File: config.mk
export PLATFORM = sky130hd
export DESIGN_NAME = sspt_top
export DESIGN_NICKNAME = d
export VERILOG_FILES = /design/src/hdl/sspt_top.v
export VERILOG_INCLUDE_DIRS = /design/src /design/src/shared
export SDC_FILE = /design/constraint.sdc
export NUM_CORES = 1
export LEC_CHECK = 0
export CAP_MARGIN = 40
export CORE_AREA = 2 2 201 183
export CTS_CLUSTER_DIAMETER = 30
export DETAILED_ROUTE_END_ITERATION = 8
export DIE_AREA = 0 0 203 185
export DONT_BUFFER_PORTS = 1
export PLACE_DENSITY = 0.7
export SLEW_MARGIN = 20
export SYNTH_ARGS = -nofsm -noshare
export SYNTH_HDL_FRONTEND = slang
export SYNTH_SLANG_ARGS = --single-unit
File: constraint.sdc
create_clock -name clk -period 3.83 [get_ports clk]
set_input_delay 0.5745 -clock clk [delete_from_list [all_inputs] [get_ports clk]]
set_output_delay 0.5745 -clock clk [all_outputs]
set_load 0.1 [all_outputs]
File: src/shared/sspt_consts.vh
// Constants for the synchronous serial position transmitter.
// Assumes a 250 MHz system clock; included by its bare name.
`ifndef SSPT_CONSTS_VH
`define SSPT_CONSTS_VH
`define SSPT_POS_W 24
`define SSPT_WORD_BITS 25
`define SSPT_CNT_W 5
`define SSPT_CLK_MHZ 250
`define SSPT_MONO_US 20
`define SSPT_MONO_CYC (`SSPT_MONO_US * `SSPT_CLK_MHZ)
`define SSPT_FIFO_W 24
`define SSPT_FIFO_D 16
`define SSPT_FIFO_AW 4
`endif

File: src/hdl/sspt_top.v
// Synchronous serial position transmitter and its position FIFO.
// Assumes the link clock arrives asynchronously and idles high, and that
// the drive pushes position samples on the system clock.
`timescale 1ns/1ns
`default_nettype none
`include "sspt_consts.vh"

// Behaviour
// - One 25-bit word goes out on the data line, one bit per shift clock.
// - Each word is one filler bit followed by 24 position bits.
// - Position is captured on the first falling edge and held for the word.
// - New capture only after a monoflop-long clock pause, with or without a full word.
// - Clocking on without a pause repeats the previously captured position.
// - At power-up the position starts from the encoder's absolute position.

// Parameterised FIFO holding position samples between drive and shifter.
module sspt_fifo #(
  parameter W = 24,
  parameter D = 16,
  parameter AW = 4
) (
  input wire clk,
  input wire srst,
  input wire [W-1:0] in_data,
  input wire in_valid,
  output wire in_ready,
  output wire [W-1:0] out_data,
  output wire out_valid,
  input wire out_ready
);
  reg [W-1:0] mem [0:D-1];
  reg [AW-1:0] wr_q;
  reg [AW-1:0] rd_q;
  reg [AW:0] cnt_q;
  wire push;
  wire pop;

  assign in_ready = (cnt_q != D);
  assign out_valid = (cnt_q != 0);
  assign out_data = mem[rd_q];
  assign push = in_valid && in_ready;
  assign pop = out_valid && out_ready;

  // Pointers and fill count; full and empty come from the count.
  always @(posedge clk) begin
    if (srst) begin
      wr_q <= {AW{1'b0}};
      rd_q <= {AW{1'b0}};
      cnt_q <= {(AW+1){1'b0}};
    end else begin
      if (push) begin
        wr_q <= wr_q + 1'b1;
      end
      if (pop) begin
        rd_q <= rd_q + 1'b1;
      end
      if (push && !pop) begin
        cnt_q <= cnt_q + 1'b1;
      end else if (pop && !push) begin
        cnt_q <= cnt_q - 1'b1;
      end
    end
  end

  // Storage is written without reset since empty words are never read.
  always @(posedge clk) begin
    if (push) begin
      mem[wr_q] <= in_data;
    end
  end
endmodule

module sspt_top #(
  parameter MONO_CYC = `SSPT_MONO_CYC
) (
  input wire clk,
  input wire srst,
  input wire [`SSPT_POS_W-1:0] pos_data,
  input wire pos_valid,
  output reg pos_ready,
  input wire [`SSPT_POS_W-1:0] enc_pos,
  input wire enc_valid,
  input wire link_clk,
  output reg link_data,
  output reg busy,
  output reg init_done
);
  reg [2:0] lclk_sync_q;
  reg [`SSPT_POS_W-1:0] cur_pos_q;
  reg [`SSPT_WORD_BITS-1:0] shift_q;
  reg [`SSPT_CNT_W-1:0] bit_cnt_q;
  reg [31:0] idle_cnt_q;
  reg fresh_q;
  reg lclk_q;
  wire lclk_stable;
  wire fall;
  wire rise;
  wire [`SSPT_POS_W-1:0] f_data;
  wire f_valid;
  wire f_in_ready;

  // Last bit of a word; the counter wraps here, so continued clocking repeats.
  function last_bit;
    input [`SSPT_CNT_W-1:0] cnt;
    begin
      last_bit = (cnt == `SSPT_WORD_BITS - 1);
    end
  endfunction

  // Word boundary: no bit of the current word has gone out yet.
  function at_boundary;
    input [`SSPT_CNT_W-1:0] cnt;
    begin
      at_boundary = (cnt == {`SSPT_CNT_W{1'b0}});
    end
  endfunction

  // Frame layout: the filler bit leads and the position follows MSB first.
  // Keeping the layout in one place lets the filler level change without
  // touching the shifter itself.
  function [`SSPT_WORD_BITS-1:0] frame_word;
    input [`SSPT_POS_W-1:0] pos;
    begin
      frame_word = {1'b0, pos};
    end
  endfunction

  // Samples wait in the FIFO; the newest one drained becomes current.
  sspt_fifo #(
    .W(`SSPT_FIFO_W),
    .D(`SSPT_FIFO_D),
    .AW(`SSPT_FIFO_AW)
  ) u_fifo (
    .clk(clk),
    .srst(srst),
    .in_data(pos_data),
    .in_valid(pos_valid),
    .in_ready(f_in_ready),
    .out_data(f_data),
    .out_valid(f_valid),
    .out_ready(init_done)
  );

  // A clock change counts once stages two and three agree.
  assign lclk_stable = (lclk_sync_q[1] == lclk_sync_q[2]);
  assign fall = lclk_stable && lclk_q && !lclk_sync_q[2];
  assign rise = lclk_stable && !lclk_q && lclk_sync_q[2];

  // Three-stage synchroniser on the shift clock pin.
  // Edges are seen three to four cycles late, so each clock phase must last
  // several system clocks; the slowest legal link clock is far above that.
  always @(posedge clk) begin
    lclk_sync_q <= {lclk_sync_q[1:0], link_clk};
  end

  // Current position: encoder value first, then drained FIFO samples.
  // The FIFO is not drained until init, so early samples back-pressure.
  always @(posedge clk) begin
    if (srst) begin
      cur_pos_q <= {`SSPT_POS_W{1'b0}};
      init_done <= 1'b0;
      pos_ready <= 1'b0;
    end else begin
      pos_ready <= f_in_ready;
      if (!init_done) begin
        if (enc_valid) begin
          cur_pos_q <= enc_pos;
          init_done <= 1'b1;
        end
      end else if (f_valid) begin
        cur_pos_q <= f_data;
      end
    end
  end

  // Shifter: capture on first falling edge, update data on rising edges.
  // A long pause rearms capture; without it the old word repeats.
  always @(posedge clk) begin
    if (srst) begin
      lclk_q <= 1'b1;
      shift_q <= {`SSPT_WORD_BITS{1'b1}};
      bit_cnt_q <= 5'h00;
      idle_cnt_q <= 32'h00000000;
      fresh_q <= 1'b1;
      link_data <= 1'b1;
      busy <= 1'b0;
    end else begin
      if (lclk_stable) begin
        lclk_q <= lclk_sync_q[2];
      end
      if (fall || rise) begin
        idle_cnt_q <= 32'h00000000;
      end else if (idle_cnt_q < MONO_CYC) begin
        idle_cnt_q <= idle_cnt_q + 32'h00000001;
      end else begin
        // Monoflop expired: the counter clears and a fresh capture re-arms, after a partial word too.
        if (at_boundary(bit_cnt_q)) begin
          fresh_q <= 1'b1;
        end
        bit_cnt_q <= 5'h00;
        busy <= 1'b0;
        link_data <= 1'b1;
      end
      // The first falling edge of a word either captures or replays.
      if (fall && at_boundary(bit_cnt_q)) begin
        busy <= 1'b1;
        if (fresh_q) begin
          shift_q <= frame_word(cur_pos_q);
          fresh_q <= 1'b0;
        end else begin
          shift_q <= shift_q;
        end
      end
      if (rise && busy) begin
        link_data <= shift_q[`SSPT_WORD_BITS-1-bit_cnt_q];
        // A whole word leaves the counter at the boundary; the monoflop also clears it,
        // so a fresh capture re-arms after a pause either way.
        if (last_bit(bit_cnt_q)) begin
          bit_cnt_q <= 5'h00; // Continued clocking restarts the old word.
          fresh_q <= 1'b0;
        end else begin
          bit_cnt_q <= bit_cnt_q + 5'h01;
        end
      end
    end
  end
endmodule
`default_nettype wire

# --- Yosys cells after proc, flatten, opt, wreduce, memory -nomap -nowiden ---
# Memories as Yosys holds them, arrays and structs flattened. A register that Yosys moved wholly into a read port is not among the register bits.
# Index checks and enable logic that the tools add are counted.
totals:
  regBits: 108
  ramBits: 384
  input_bits: 53
  output_inout_bits: 4
  elab_cells: 86
  memories: 1
op_classes:
  addsub: 7
  n_lt_le_gt_ge: 2
  eq_ne: 8
  n_mux: 30
  reduce_logical: 24
mem_list:
  columns: ["memory", "words", "word_bits", "rd", "rd_clocked_by_memory_dff", "wr", "line_no", "text"]
  rows:
  - ["u_fifo.mem", 16, 24, 1, 1, 1, "sspt_top.v:31", "reg [W-1:0] mem [0:D-1];"]
ops:
  columns: ["op", "count"]
  rows:
  - ["$mux W24", 3]
  - ["$add A32 B1 Y32 const B", 1]
  - ["$lt A32 B13 Y1 const B", 1]
  - ["$lt A32 B6 Y1 const B", 1]
  - ["$mux W5", 6]
  - ["$mux W1", 18]
  - ["$add A5 B1 Y5 const B", 2]
  - ["$logic_and A1 B1 Y1", 10]
  - ["$ne A2 B1 Y1 const B", 5]
  - ["$add A4 B1 Y4 const B", 2]
  - ["$mux W4", 2]
  - ["$reduce_and A2 Y1", 4]
  - ["$sub A5 B5 Y6 const A", 1]
  - ["$bmux W1 S5", 1]
  - ["$eq A5 B5 Y1 const B", 1]
  - ["$logic_not A5 Y1", 1]
  - ["$ne A5 B5 Y1 const B", 1]
  - ["$reduce_bool A5 Y1", 1]
  - ["$sub A5 B1 Y5 const B", 1]
  - ["$logic_not A1 Y1", 4]
  - ["$reduce_bool A2 Y1", 2]
  - ["$reduce_or A2 Y1", 1]
  - ["$eq A1 B1 Y1", 1]
  - ["$logic_or A1 B1 Y1", 1]

# --- Longest topological paths before layout ---
# Gate-level depths: netlist of the first run.
depth:
  word_depth: 9
  depth_mapped: 11
  depth_no_buf: 10

# --- Hierarchy ---
# A second synthesis of the first run with hierarchy kept.
unflattened:
  hier_cells: 1138
  area_unflattened_um2: 19338.5
by_module_without_submodules:
  columns: ["module", "instances", "cells_per_inst", "area_per_inst_um2", "seq_area_each_um2"]
  rows:
  - ["sspt_fifo", 1, 700, 15274.6, 11871.4]
  - ["sspt_top", 1, 438, 4063.9, 1901.8]

# --- Least setup slack after synthesis of the first run ---
# OpenSTA, ideal clock, no wires.
synth_path:
  path_kind: "in2reg"
  start: "input pos_valid"
  end: "memory u_fifo.mem[3][0] (enable)"
  setup_time_ns: 0.435
  arrival_ns: 2.936
  required_ns: 3.395
  setup_slack_ns: 0.459
  path_stages: 3
  path_buffers: 0
  path_cell_list: "a21boi_1 nand2_1 nor3_1"
synth_via:
  elab_chain_cells: 3
synth_lines:
  columns: ["element", "line_no", "text"]
  rows:
  - ["from (decl)", "sspt_top.v:79", "input wire pos_valid,"]
  - ["$logic_and A1 B1 Y1", "sspt_top.v:41", "assign push = in_valid && in_ready;"]
  - ["$mux W1", "sspt_top.v:67", "if (push) begin"]
  - ["$mux W1 (implied by the code)", "sspt_top.v:68", "mem[wr_q] <= in_data;"]
  - ["to (decl)", "sspt_top.v:31", null]
# No other way between the ends.

# --- Final worst setup path of the first run ---
layout_path:
  start: "register u_fifo.cnt_q[0]"
  end: "register u_fifo.cnt_q[4]"
layout_via:
  elab_chain_cells: 5
  elab_cells_between_ends: 13
  cone_classes: "add/sub (2); eq/ne (1); mux (2); reduce/logical (8)"
layout_lines:
  columns: ["element", "line_no", "text"]
  rows:
  - ["from (decl)", "sspt_top.v:34", "reg [AW:0] cnt_q;"]
  - ["from (signal assigned)", "sspt_top.v:49", "cnt_q <= {(AW+1){1'b0}};"]
  - ["from (signal assigned)", "sspt_top.v:58", "cnt_q <= cnt_q + 1'b1;"]
  - ["from (signal assigned)", "sspt_top.v:60", "cnt_q <= cnt_q - 1'b1;"]
  - ["branches (longest 5 deep; another with $sub A5 B1 Y5)", null, null]
# Several ways; the timed one is not identified. The select of a mux whose other input is x is not followed.
# A chain may end at the register's enable or synchronous reset.

==> metrics.md, run 1 <==
| Metric | Value |
|---|---|
| Status | finished clean |
| Vias/cell | 5.87 |
| Cell total after placement | 1556 |
| Core Region | ~36000 um^2 |
| Post-CTS Setup Bufs | 0 |
| Period utilisation layout | 0.708 |
| Crit end category | register |
| Dominant cell type by area after synthesis | edfxtp_1 |
| Clock slew at reported path FFs | 50 ps |
| Post-DP HPWL | 24000 um |
| Peak Freq | between 300 and 400 MHz |
| Slew Limit Fails | 0 |
| Critical path class | reg2reg |
| Clk buf depth | 3 |
| Hold wc startpoint | srst |
| Post-synthesis sequential area ratio | 0.716 |
| Total congestion overflow | 0 |
| Antenna violations before repair | 0 |
| Pre-CTS setup slack | 799 ps |
| Clk Latency, worst-skew pair | 600 ps |
| DRC | 0 |
| Synth cell count leaders | edfxtp_1, mux4_2, dfxtp_1 |
| Die Y | 185 um |
| Reg2Reg Launch Point | u_fifo.cnt_q[0] |
| Clock H-tree levels | 3 |
| FF-to-FF End | u_fifo.cnt_q[4] |
| CP arrival | around 3200 ps |
| Critical Path RT | 4350 ps |
| # IOs | 57 |
| Largest net degree at the start of global routing | 78 |
| Synth warnings | 0 |
| Post-synth cell types | 55 |
| Layout cells sized above 1 | 0.283 |
| Hold endpoint | bit_cnt_q[4] |
| Mapped Cells | 1102 |
| Area of the die | 37600 um^2 |
| Row Count | 66 |
| Fin crit period | 2710 ps |
| ANT cells | 0 |
| Syn nets | 1168 |
| Hold Crit Class | in2reg |
| Total track usage | 0.234 |
| Pwr Density | 697 nW/um^2 |
| Area growth syn-to-layout | 21.6% |
| First-pass iteration count of the detailed router | 5 |
| Max transition margin | 0.431 |
| Clk sinks | 496 |
| LEAKAGE | 7.78 nW |
| Routed WL | 42400 um |
| Hold Vio Cnt, Final | 0 |
| Avg Inst Size Synth | roughly 17 um^2 |
| Critical path peak fanout | 5 |
| Final setup viols | 0 |
| Yosys reg bits | roughly 500 |
| ANT nets after route | 0 |
| Critical Path Start Type | register |
| EDFF count, synth | 384 |
| Post-synth top area share | 0.600 |
| Wire per inst | 24.5 um |
| GP Congestion | 0.840 |
| Worst Skew | 19.7 ps |
| Clock Tree Root | clkbuf_16 |
| Port bufs | 0 |
| Cell count of the worst reg-to-reg path | 10 |
| Die width | 203 um |
| TritonCTS Buffers | 92 |
| Vias | approximately 10000 |
| Vias in the first global route | 10500 |
| Actual slew at the worst max-slew pin | 852 ps |
| CTS tree | done |
| Max_cap viols | 0 |
| Hold Path Cell Cnt | 1 |
| R2R Setup Slk | 1120 ps |
| Cell with the most instances after synthesis | edfxtp_1 |
| Synth Cell Area | ~19000 um^2 |
| Cell Count, Final, Fillers Out | 1731 |
| First-pass GRT wire length | 64500 um |
| Worst Setup Slack, final | 1120 ps |
| Primary FF master, synth | edfxtp_1 |
| Starting density of the core | 0.540 |
| RSZ-0062 raised after global routing | no |
| Final #Nets | 1242 |
| Max rail drop VDD | 0.326 mV |
| Synth top area cells | edfxtp_1, mux4_2, dfxtp_1 |
| Setup TNS Final | 0 ps |
| Post-synth ARST share | 0 |
| Iter 0 DRT Violations | just over 1000 |
-- layout by cell type (no fill, tap or decap), types with 5 or more instances in the layout --
master,netlist,final
dfxtp_1,112,109
edfxtp_1,384,384
nand4_1,5,5
clkinv_4,0,5
buf_4,4,23
clkinvlp_4,0,15
ha_1,12,12
nand2_1,67,67
xnor2_1,9,9
or3_1,7,7
and2_1,23,23
buf_16,0,5
inv_6,0,16
nor2b_1,5,5
clkbuf_1,34,8
buf_12,0,6
clkinv_2,0,15
a211oi_1,7,7
o21ai_0,15,15
nor2_1,110,98
mux2i_1,8,8
nand3_1,10,10
a22oi_1,7,7
a21o_1,5,5
nand3b_1,24,24
nor2_4,0,12
nor4_1,27,27
a21oi_1,22,22
bufinv_16,0,14
inv_1,10,10
clkbuf_16,0,93
mux4_2,121,121
-- worst max-delay path, stage by stage, from the launching register on --
cell     delay (ps)
dfxtp_1         350
or4_1           550
o21ai_2         150
ha_1            200
inv_1           100
fa_1            410
a21o_1          170
a21oi_1         180
xnor2_1         100
or3_1           300
a21oi_1         130
-- power by group --
group | total (mW) | switching (mW) | internal [mW]
clock | 8.30 | 2.84 | 5.46
combinational | 1.77 | 0.870 | 0.898
sequential | 6.24 | 0.183 | 6.05
total | 16.3 | 3.89 | 12.4
-- per-layer routing --
metal,vias up,routed length [um],track usage
met2,378,20600,0.375
met5,-,0,0
met3,68,3390,0.0718
met4,0,757,0.0663
li1,4513,-,-
met1,5208,17700,0.315
-- metrics by stage --
stage	power (mW)	utilization	hold slack, ps	cell area, um^2
detailed placement	8.10	0.566	333	20200
CTS	16.4	0.657	33.0	23400
global placement	8.06	0.558	319	19800
global route	16.8	0.657	27.1	23400
finish	16.3	0.657	46.1	23400
floorplan	7.64	-	310	19200
-- final cells by class --
cell class	count	area, um^2
Timing Repair Buffer	40	508
Clock inverter	72	866
Inverter	10	37.5
Multi-Input combinational cell	536	5250
Clock buffer	101	2360
Fill cell	2332	12200
Tap cell	476	596
Sequential cell	496	13800
-- cells by family (layout without fill, tap and decap cells) --
kind of cell / Yosys count / count (layout) / share of synthesized area
simple gates: 304 / 304 / 0.0774
fa+ha+maj: 13 / 13 / 0.00885
compound gates: 74 / 74 / 0.0256
flops: 496 / 496 / 0.716
mux: 132 / 132 / 0.149
buf+inv: 70 / 223 / 0.0168
xor+xnor: 13 / 13 / 0.00592
-- worst max-delay path by stage --
stage	startpoint	cells after the start	end	slack [ps]
after floorplan	pos_valid	3	u_fifo.mem[3][0]	460
after global placement	pos_valid	9	u_fifo.cnt_q[4]	780
after detailed placement	pos_valid	4	u_fifo.mem[15][10]	800
after CTS	u_fifo.cnt_q[0]	5	u_fifo.mem[15][18]	780
after global routing	u_fifo.cnt_q[0]	10	u_fifo.cnt_q[4]	950
final	u_fifo.cnt_q[0]	10	u_fifo.cnt_q[4]	1120
-- flip-flops by register name (all words and copies together), names as in the netlist, named ones only --
name and cells:
init_done 1, u_fifo.rd_q 4, bit_cnt_q 5, u_fifo.wr_q 4
link_data 1, idle_cnt_q 32, lclk_sync_q 3, lclk_q 1
pos_ready 1, cur_pos_q 24, shift_q 25, u_fifo.mem 384
u_fifo.cnt_q 5, fresh_q 1, busy 1
-- what timing repair did --
action,4_1_cts,5_1_grt
hold buffers,1,0
endpoints found under the hold margin,1,0
gates resized for setup,0,0
(Power assumes the default switching activity.)
==> run 2: changes to the inputs <==
ABC_AREA = 1   (was not set)
CORE_AREA = 2 2 208 190   (was 2 2 201 183)
DIE_AREA = 0 0 210 192   (was 0 0 203 185)
clock period = 2.69 ns   (was 3.83 ns; I/O delays follow)
==> run 2 against run 1 <==
Effect of this change: via count up 42%; total power up 47%; global-route usage up 2.6 points; sequential share of layout area down 3.5 points; synthesized cell count up 77%; register-to-register slack worse by 840 ps; highest routed layer is now met5.
==> metrics.md, run 2 <==
| Metric | Value |
|---|---|
| Pre-CTS setup slack | 298 ps |
| Clk buf depth | 3 |
| Switch share | 0.263 |
| Reg2Reg Launch Point | u_fifo.cnt_q[0] |
| Max transition margin | 0.477 |
| Part of the power in the clock network | 0.505 |
| Syn nets | roughly 2000 |
| Final #Nets | 2069 |
| Die Y | 192 um |
| # IOs | 57 |
| Core Region | 38000 um^2 |
| Synth Cell Area | 20800 um^2 |
| DP Area | 21200 um^2 |
| Post-DP HPWL | 27900 um |
| Actual slew at the worst max-slew pin | 785 ps |
| Commonest non-fill, non-tap cell in the layout | edfxtp_1 |
| Max_cap viols | 0 |
| Dominant cell type by area after synthesis | edfxtp_1 |
| CTS tree | done |
| Wire per inst | between 15 and 20 um |
| ANT nets after route | 0 |
| Primary FF master, synth | edfxtp_1 |
| Clock H-tree levels | 3 |
| Post-synth cell types | 43 |
| TritonCTS Buffers | 94 |
| Critical path origin | u_fifo.cnt_q[0] |
| Post_cts resized | 0 |
| Sequential share of power | 0.366 |
| Fin crit period | about 2400 ps |
| Max rail drop VDD | 0.670 mV |
| Total congestion overflow | 0 |
| Yosys reg bits | 496 |
| Period utilisation layout | 0.896 |
| Critical Path RT | 3190 ps |
| Clk sinks | 496 |
| Status | finished clean |
| EDFF count, synth | 384 |
| Largest register by flop count | u_fifo.mem |
| Hold buffers post-CTS | 27 |
| Synth cell count leaders | edfxtp_1, nand2_1, nor2_1 |
| Critical Path Start Type | register |
| Hold Crit Class | in2reg |
| Vias | 14400 |
| Setup TNS Final | 0 ps |
| Pwr Density | 963 nW/um^2 |
| Post-synthesis sequential area ratio | 0.663 |
| Fin Hold WS | 54.6 ps |
| Post-synth top area share | 0.555 |
| Area growth syn-to-layout | 19.5% |
| Avg Inst Size Synth | 10.7 um^2 |
| Antenna violations before repair | 5 |
| R2R Setup Slk | 280 ps |
| Clock slew at reported path FFs | 50 ps |
| Synth warnings | 0 |
| GP Congestion | roughly 0.85 |
| Final Cell Area | 24900 um^2 |
| Internal | about 18 mW |
| Max reg flops | ~380 |
| Vias/cell | 5.59 |
| Peak Freq | 415 MHz |
| CP arrival | 2910 ps |
| Layout cells sized above 1 | 0.121 |
| Mapped Cells | 1946 |
| Slew Limit Fails | 0 |
| Worst Setup Slack, final | 280 ps |
| DRC | 0 |
| Port bufs | 0 |
| Worst Skew | 21.0 ps |
| Routed WL | 51000 um |
| Cell with the most instances after synthesis | edfxtp_1 |
| Clk Latency, worst-skew pair | 630 ps |
| Iter 0 DRT Violations | about 1400 |
| Hold wc startpoint | enc_pos[3] |
| Clock Tree Root | clkbuf_16 |
| Largest registers | u_fifo.mem x384, idle_cnt_q x32, shift_q x25 |
| First-pass iteration count of the detailed router | 5 |
| Final setup viols | 0 |
| LEAKAGE | 9.32 nW |
| Net Sw Power | 6.31 mW |
| Post-CTS Setup Bufs | 0 |
| First-pass GRT wire length | 79300 um |
| Combinational share of power | 0.129 |
| Total track usage | 0.260 |
| Crit end category | register |
| Critical path class | reg2reg |
| Hold Vio Cnt, Final | 0 |
| Largest net degree at the start of global routing | 140 |
| Critical path peak fanout | 5 |
| Vias in the first global route | 14300 |
| Starting density of the core | 0.547 |
| Post-synth ARST share | 0 |
| Most frequent cells in the layout | edfxtp_1, nand2_1, nor2_1 |
| Cell Count, Final, Fillers Out | around 2600 |
| Row Count | 68 |
| Cell total after placement | 2369 |
| Synth top area cells | edfxtp_1, dfxtp_1, nand2_1 |
| RSZ-0062 raised after global routing | no |
| Area of the die | about 40000 um^2 |
| Die width | about 210 um |
==> run 2: changes by cell type in the layout (fill, tap and decap cells not counted), moves of 91 or more <==
cell	delta
o211ai_1	+91
nor2_1	+120
inv_1	+173
nand3_1	+205
mux4_2	-121
nand2_1	+269
==> run 2: area by class of cell <==
class	instances	area, um^2
flip-flops and latches	496	13800
diodes	2	5.00
well taps	490	613
multi-input cells	1150	5670
clock buffers	105	2490
repair buffers	68	723
clock inverters	71	836
fillers	2834	13200
inverters	193	734
==> run 2: power groups by stage <==
stage	Combinational [mW]	Sequential [mW]	Clock, mW
CTS	3.09	8.76	12.2
global placement	2.83	8.91	0
floorplan	2.32	8.89	0
detailed placement	2.91	8.90	0
finish	3.08	8.76	12.1
global route	3.45	8.78	12.6
==> run 2: logic make-up (layout without fill, tap and decap cells) <==
kind of cell             count (synthesis)  count (layout)  synth area share
other                                    0               2                 0
XOR/XNOR                                13              13           0.00548
AND/OR/NAND/NOR                        820             820             0.166
flip-flops                             496             496             0.663
adder cells (fa/ha/maj)                 13              13           0.00819
buffers and inverters                  300             437            0.0704
AO/OA/AOI/OAI                          304             304            0.0879
==> run 2: per-stage QoR <==
step,util,power (mW)
final,0.653,23.9
after global routing,0.653,24.8
after CTS,0.653,24.1
after detailed placement,0.558,11.8
after global placement,0.557,11.7
after floorplan,-,11.2
==> run 2: per-layer routing <==
layer	global-route usage	wire length, um	up-vias
met5	0	38	-
met4	0.120	1860	6
met3	0.0659	4160	118
met2	0.419	24000	537
met1	0.334	21000	6916
li1	-	-	6812
==> run 2: worst max-delay path: stages, from the launching register on <==
cell	delay (ps)
dfxtp_1	410
nor2_1	80
nand3_1	90
inv_2	60
nand2_1	80
nand2_1	70
inv_1	140
ha_1	180
inv_1	110
fa_1	410
a21oi_1	150
nor2_1	70
o21ai_0	140
nand3_1	100
o21ai_0	160
a21oi_1	60
==> run 2: final timing paths <==
path | endpoint | depth (start not counted)
setup reg to reg | u_fifo.cnt_q[4] | 15
setup / recovery | u_fifo.cnt_q[4] | 15
hold / removal | cur_pos_q[3] | 3
hold reg to reg | lclk_sync_q[1] | 0
==> run 3: changes to the inputs <==
ABC_AREA = 0   (was 1)
CORE_AREA = 2 2 201 183   (was 2 2 208 190)
DIE_AREA = 0 0 203 185   (was 0 0 210 192)
SKIP_CTS_REPAIR_TIMING = 1   (was not set)
==> run 3 against run 2 <==
Effect of this change: the run now ends with hold timing left; clock skew grew 3.0 ps; wire length fell by 13%; design area fell by 4.4%; die area is 6.9% lower; largest power group unchanged; hold slack worse by 62 ps; count of clock-buffer cells in the layout rose by 5; global-route usage fell by 1.8 points; setup slack worse by 170 ps.
==> metrics.md, run 3 (synthesis results as in run 1) <==
| Metric | Value |
|---|---|
| Area of the die | 37600 um^2 |
| Worst Skew | between 20 and 25 ps |
| Hold Vio Cnt, Final | 1 |
| TritonCTS Buffers | between 80 and 90 |
| Max transition margin | 0.566 |
| Total track usage | 0.242 |
| LEAKAGE | a little under 8 nW |
| Final setup viols | 0 |
| Critical Path Start Type | register |
| RSZ-0062 raised after global routing | no |
| Crit end category | register |
| Delay-heaviest family, CP | simple AND/OR/NAND/NOR gates |
| Final Cell Area | 23800 um^2 |
| Fin Hold WS | -7.11 ps |
| Row Count | 66 |
| CTS tree | done |
| Largest registers | u_fifo.mem x384, idle_cnt_q x32, shift_q x25 |
| Commonest non-fill, non-tap cell in the layout | edfxtp_1 |
| Antenna violations before repair | 5 |
| Max reg flops | 384 |
| Iter 0 DRT Violations | 1035 |
| Die Y | 185 um |
| Vias/cell | ~5.9 |
| Vias in the first global route | 10600 |
| Core Region | ~36000 um^2 |
| Cell count of the worst reg-to-reg path | 10 |
| Clk sinks | 496 |
| Status | complete, but fails checks |
| WP buf/inv | 1 |
| First-pass iteration count of the detailed router | 7 |
| # IOs | 57 |
| Port bufs | 0 |
| Clock Tree Root | clkbuf_16 |
| Period utilisation layout | 0.959 |
| Routed WL | between 40000 and 50000 um |
| Critical path class | reg2reg |
| Worst stage delay on the critical path | 540 ps |
| CP max-delay cell | or4_4 |
| Final #Nets | 1274 |
| Actual slew at the worst max-slew pin | 649 ps |
| CP arrival | 3090 ps |
| DP Area | 20300 um^2 |
| Clk buf depth | 3 |
| Peak Freq | a little under 400 MHz |
| ANT nets after route | 0 |
| Largest net degree at the start of global routing | 78 |
| Fin crit period | ~2600 ps |
| Hold Path Cell Cnt | 2 |
| Hold Crit Class | in2reg |
| Max rail drop VDD | ~0.51 mV |
| Tot Pwr | 23.0 mW |
| R2R Setup Slk | around 110 ps |
| Layout cells sized above 1 | 0.275 |
| Critical Path RT | 3200 ps |
| Most frequent cells in the layout | edfxtp_1, mux4_2, dfxtp_1 |
| DRC | 0 |
| Slew Limit Fails | 0 |
| Failing checks | hold timing |
| Max_cap viols | 0 |
| Vias | 10400 |
| Clock slew at reported path FFs | 50 ps |
| GP Congestion | 0.830 |
| First-pass GRT wire length | 66100 um |
| Area growth syn-to-layout | 23.6% |
| Reg2Reg Launch Point | u_fifo.cnt_q[0] |
| Hold endpoint | cur_pos_q[4] |
| Cell total after placement | between 1500 and 2000 |
| FF-to-FF End | u_fifo.cnt_q[4] |
| Largest register by flop count | u_fifo.mem |
| Cell Count, Final, Fillers Out | 1759 |
| Critical path peak fanout | 4 |
| Starting density of the core | 0.540 |
| Clock H-tree levels | 3 |
| Die width | 203 um |
| Clk Latency, worst-skew pair | 600 ps |
| Wire per inst | 25.1 um |
| Hold wc startpoint | enc_pos[4] |
| Cell Chain, Critical Path | or4_4 -> o21ai_4 -> ha_2 -> inv_2 -> ha_1 -> a21o_1 -> a21oi_2 -> xnor2_1 -> or3_1 -> a21oi_1 |
| Post-DP HPWL | between 20000 and 25000 um |
| Total congestion overflow | 0 |
| Pwr Density | just under 1000 nW/um^2 |
run 3: changes by cell type in the layout (fill, tap and decap cells not counted), sizes merged, moves of 27 or more:
cell / delta
a21oi: -52
inv: -188
mux4: +123
nand2: -272
nand3: -205
nor2: -127
nor4: +27
o211ai: -91
o21ai: -114
run 3: layer usage:
| layer | routed length (um) | vias to the layer above | global-route usage |
|---|---|---|---|
| li1 | - | 4576 | - |
| met2 | 21600 | 395 | 0.383 |
| met5 | 38 | - | 0 |
| met3 | 3030 | 79 | 0.0630 |
| met1 | 18700 | 5383 | 0.333 |
| met4 | 826 | 6 | 0.0788 |
run 3: per-stage QoR:
stage	TNS (ps)	util	setup WS [ps]
floorplan	-45.0	-	-45.0
global placement	0	0.562	132
detailed placement	0	0.572	133
CTS	0	0.658	123
global route	0	0.668	19.2
finish	0	0.668	110
run 3: worst reg2reg max path, stage by stage, from the launching register on:
cell and delay, ps:
dfxtp_2 310, or4_4 540, o21ai_4 170, ha_2 210
inv_2 60, ha_1 320, a21o_1 210, a21oi_2 160
xnor2_1 90, or3_1 300, a21oi_1 130
run 3: how the worst max path moves through the flow:
| stage | start | to | slack [ps] | cells past startpoint |
|---|---|---|---|---|
| CTS | u_fifo.cnt_q[0] | u_fifo.cnt_q[4] | 120 | 10 |
| floorplan | u_fifo.cnt_q[0] | u_fifo.cnt_q[4] | -50 | 11 |
| global placement | u_fifo.cnt_q[0] | u_fifo.cnt_q[4] | 130 | 10 |
| detailed placement | u_fifo.cnt_q[0] | u_fifo.cnt_q[4] | 130 | 10 |
| finish | u_fifo.cnt_q[0] | u_fifo.cnt_q[4] | 110 | 10 |
| global route | u_fifo.cnt_q[1] | u_fifo.mem[1][23] | 20 | 7 |
run 3: layout make-up:
cell class,instances,area [um^2]
Tap cell,476,596
Fill cell,2280,11800
Multi-Input combinational cell,536,5290
Antenna cell,2,5.00
Sequential cell,496,13800
Inverter,10,37.5
Clock buffer,110,2440
Clock inverter,53,628
Timing Repair Buffer,76,976
run 3: power by group:
| group | switching [mW] | leakage, nW | internal [mW] |
|---|---|---|---|
| registers | 0.192 | 4.39 | 8.62 |
| logic | 1.44 | 2.02 | 1.36 |
| clock network | 3.74 | 1.50 | 7.60 |
| total | 5.37 | 7.91 | 17.6 |
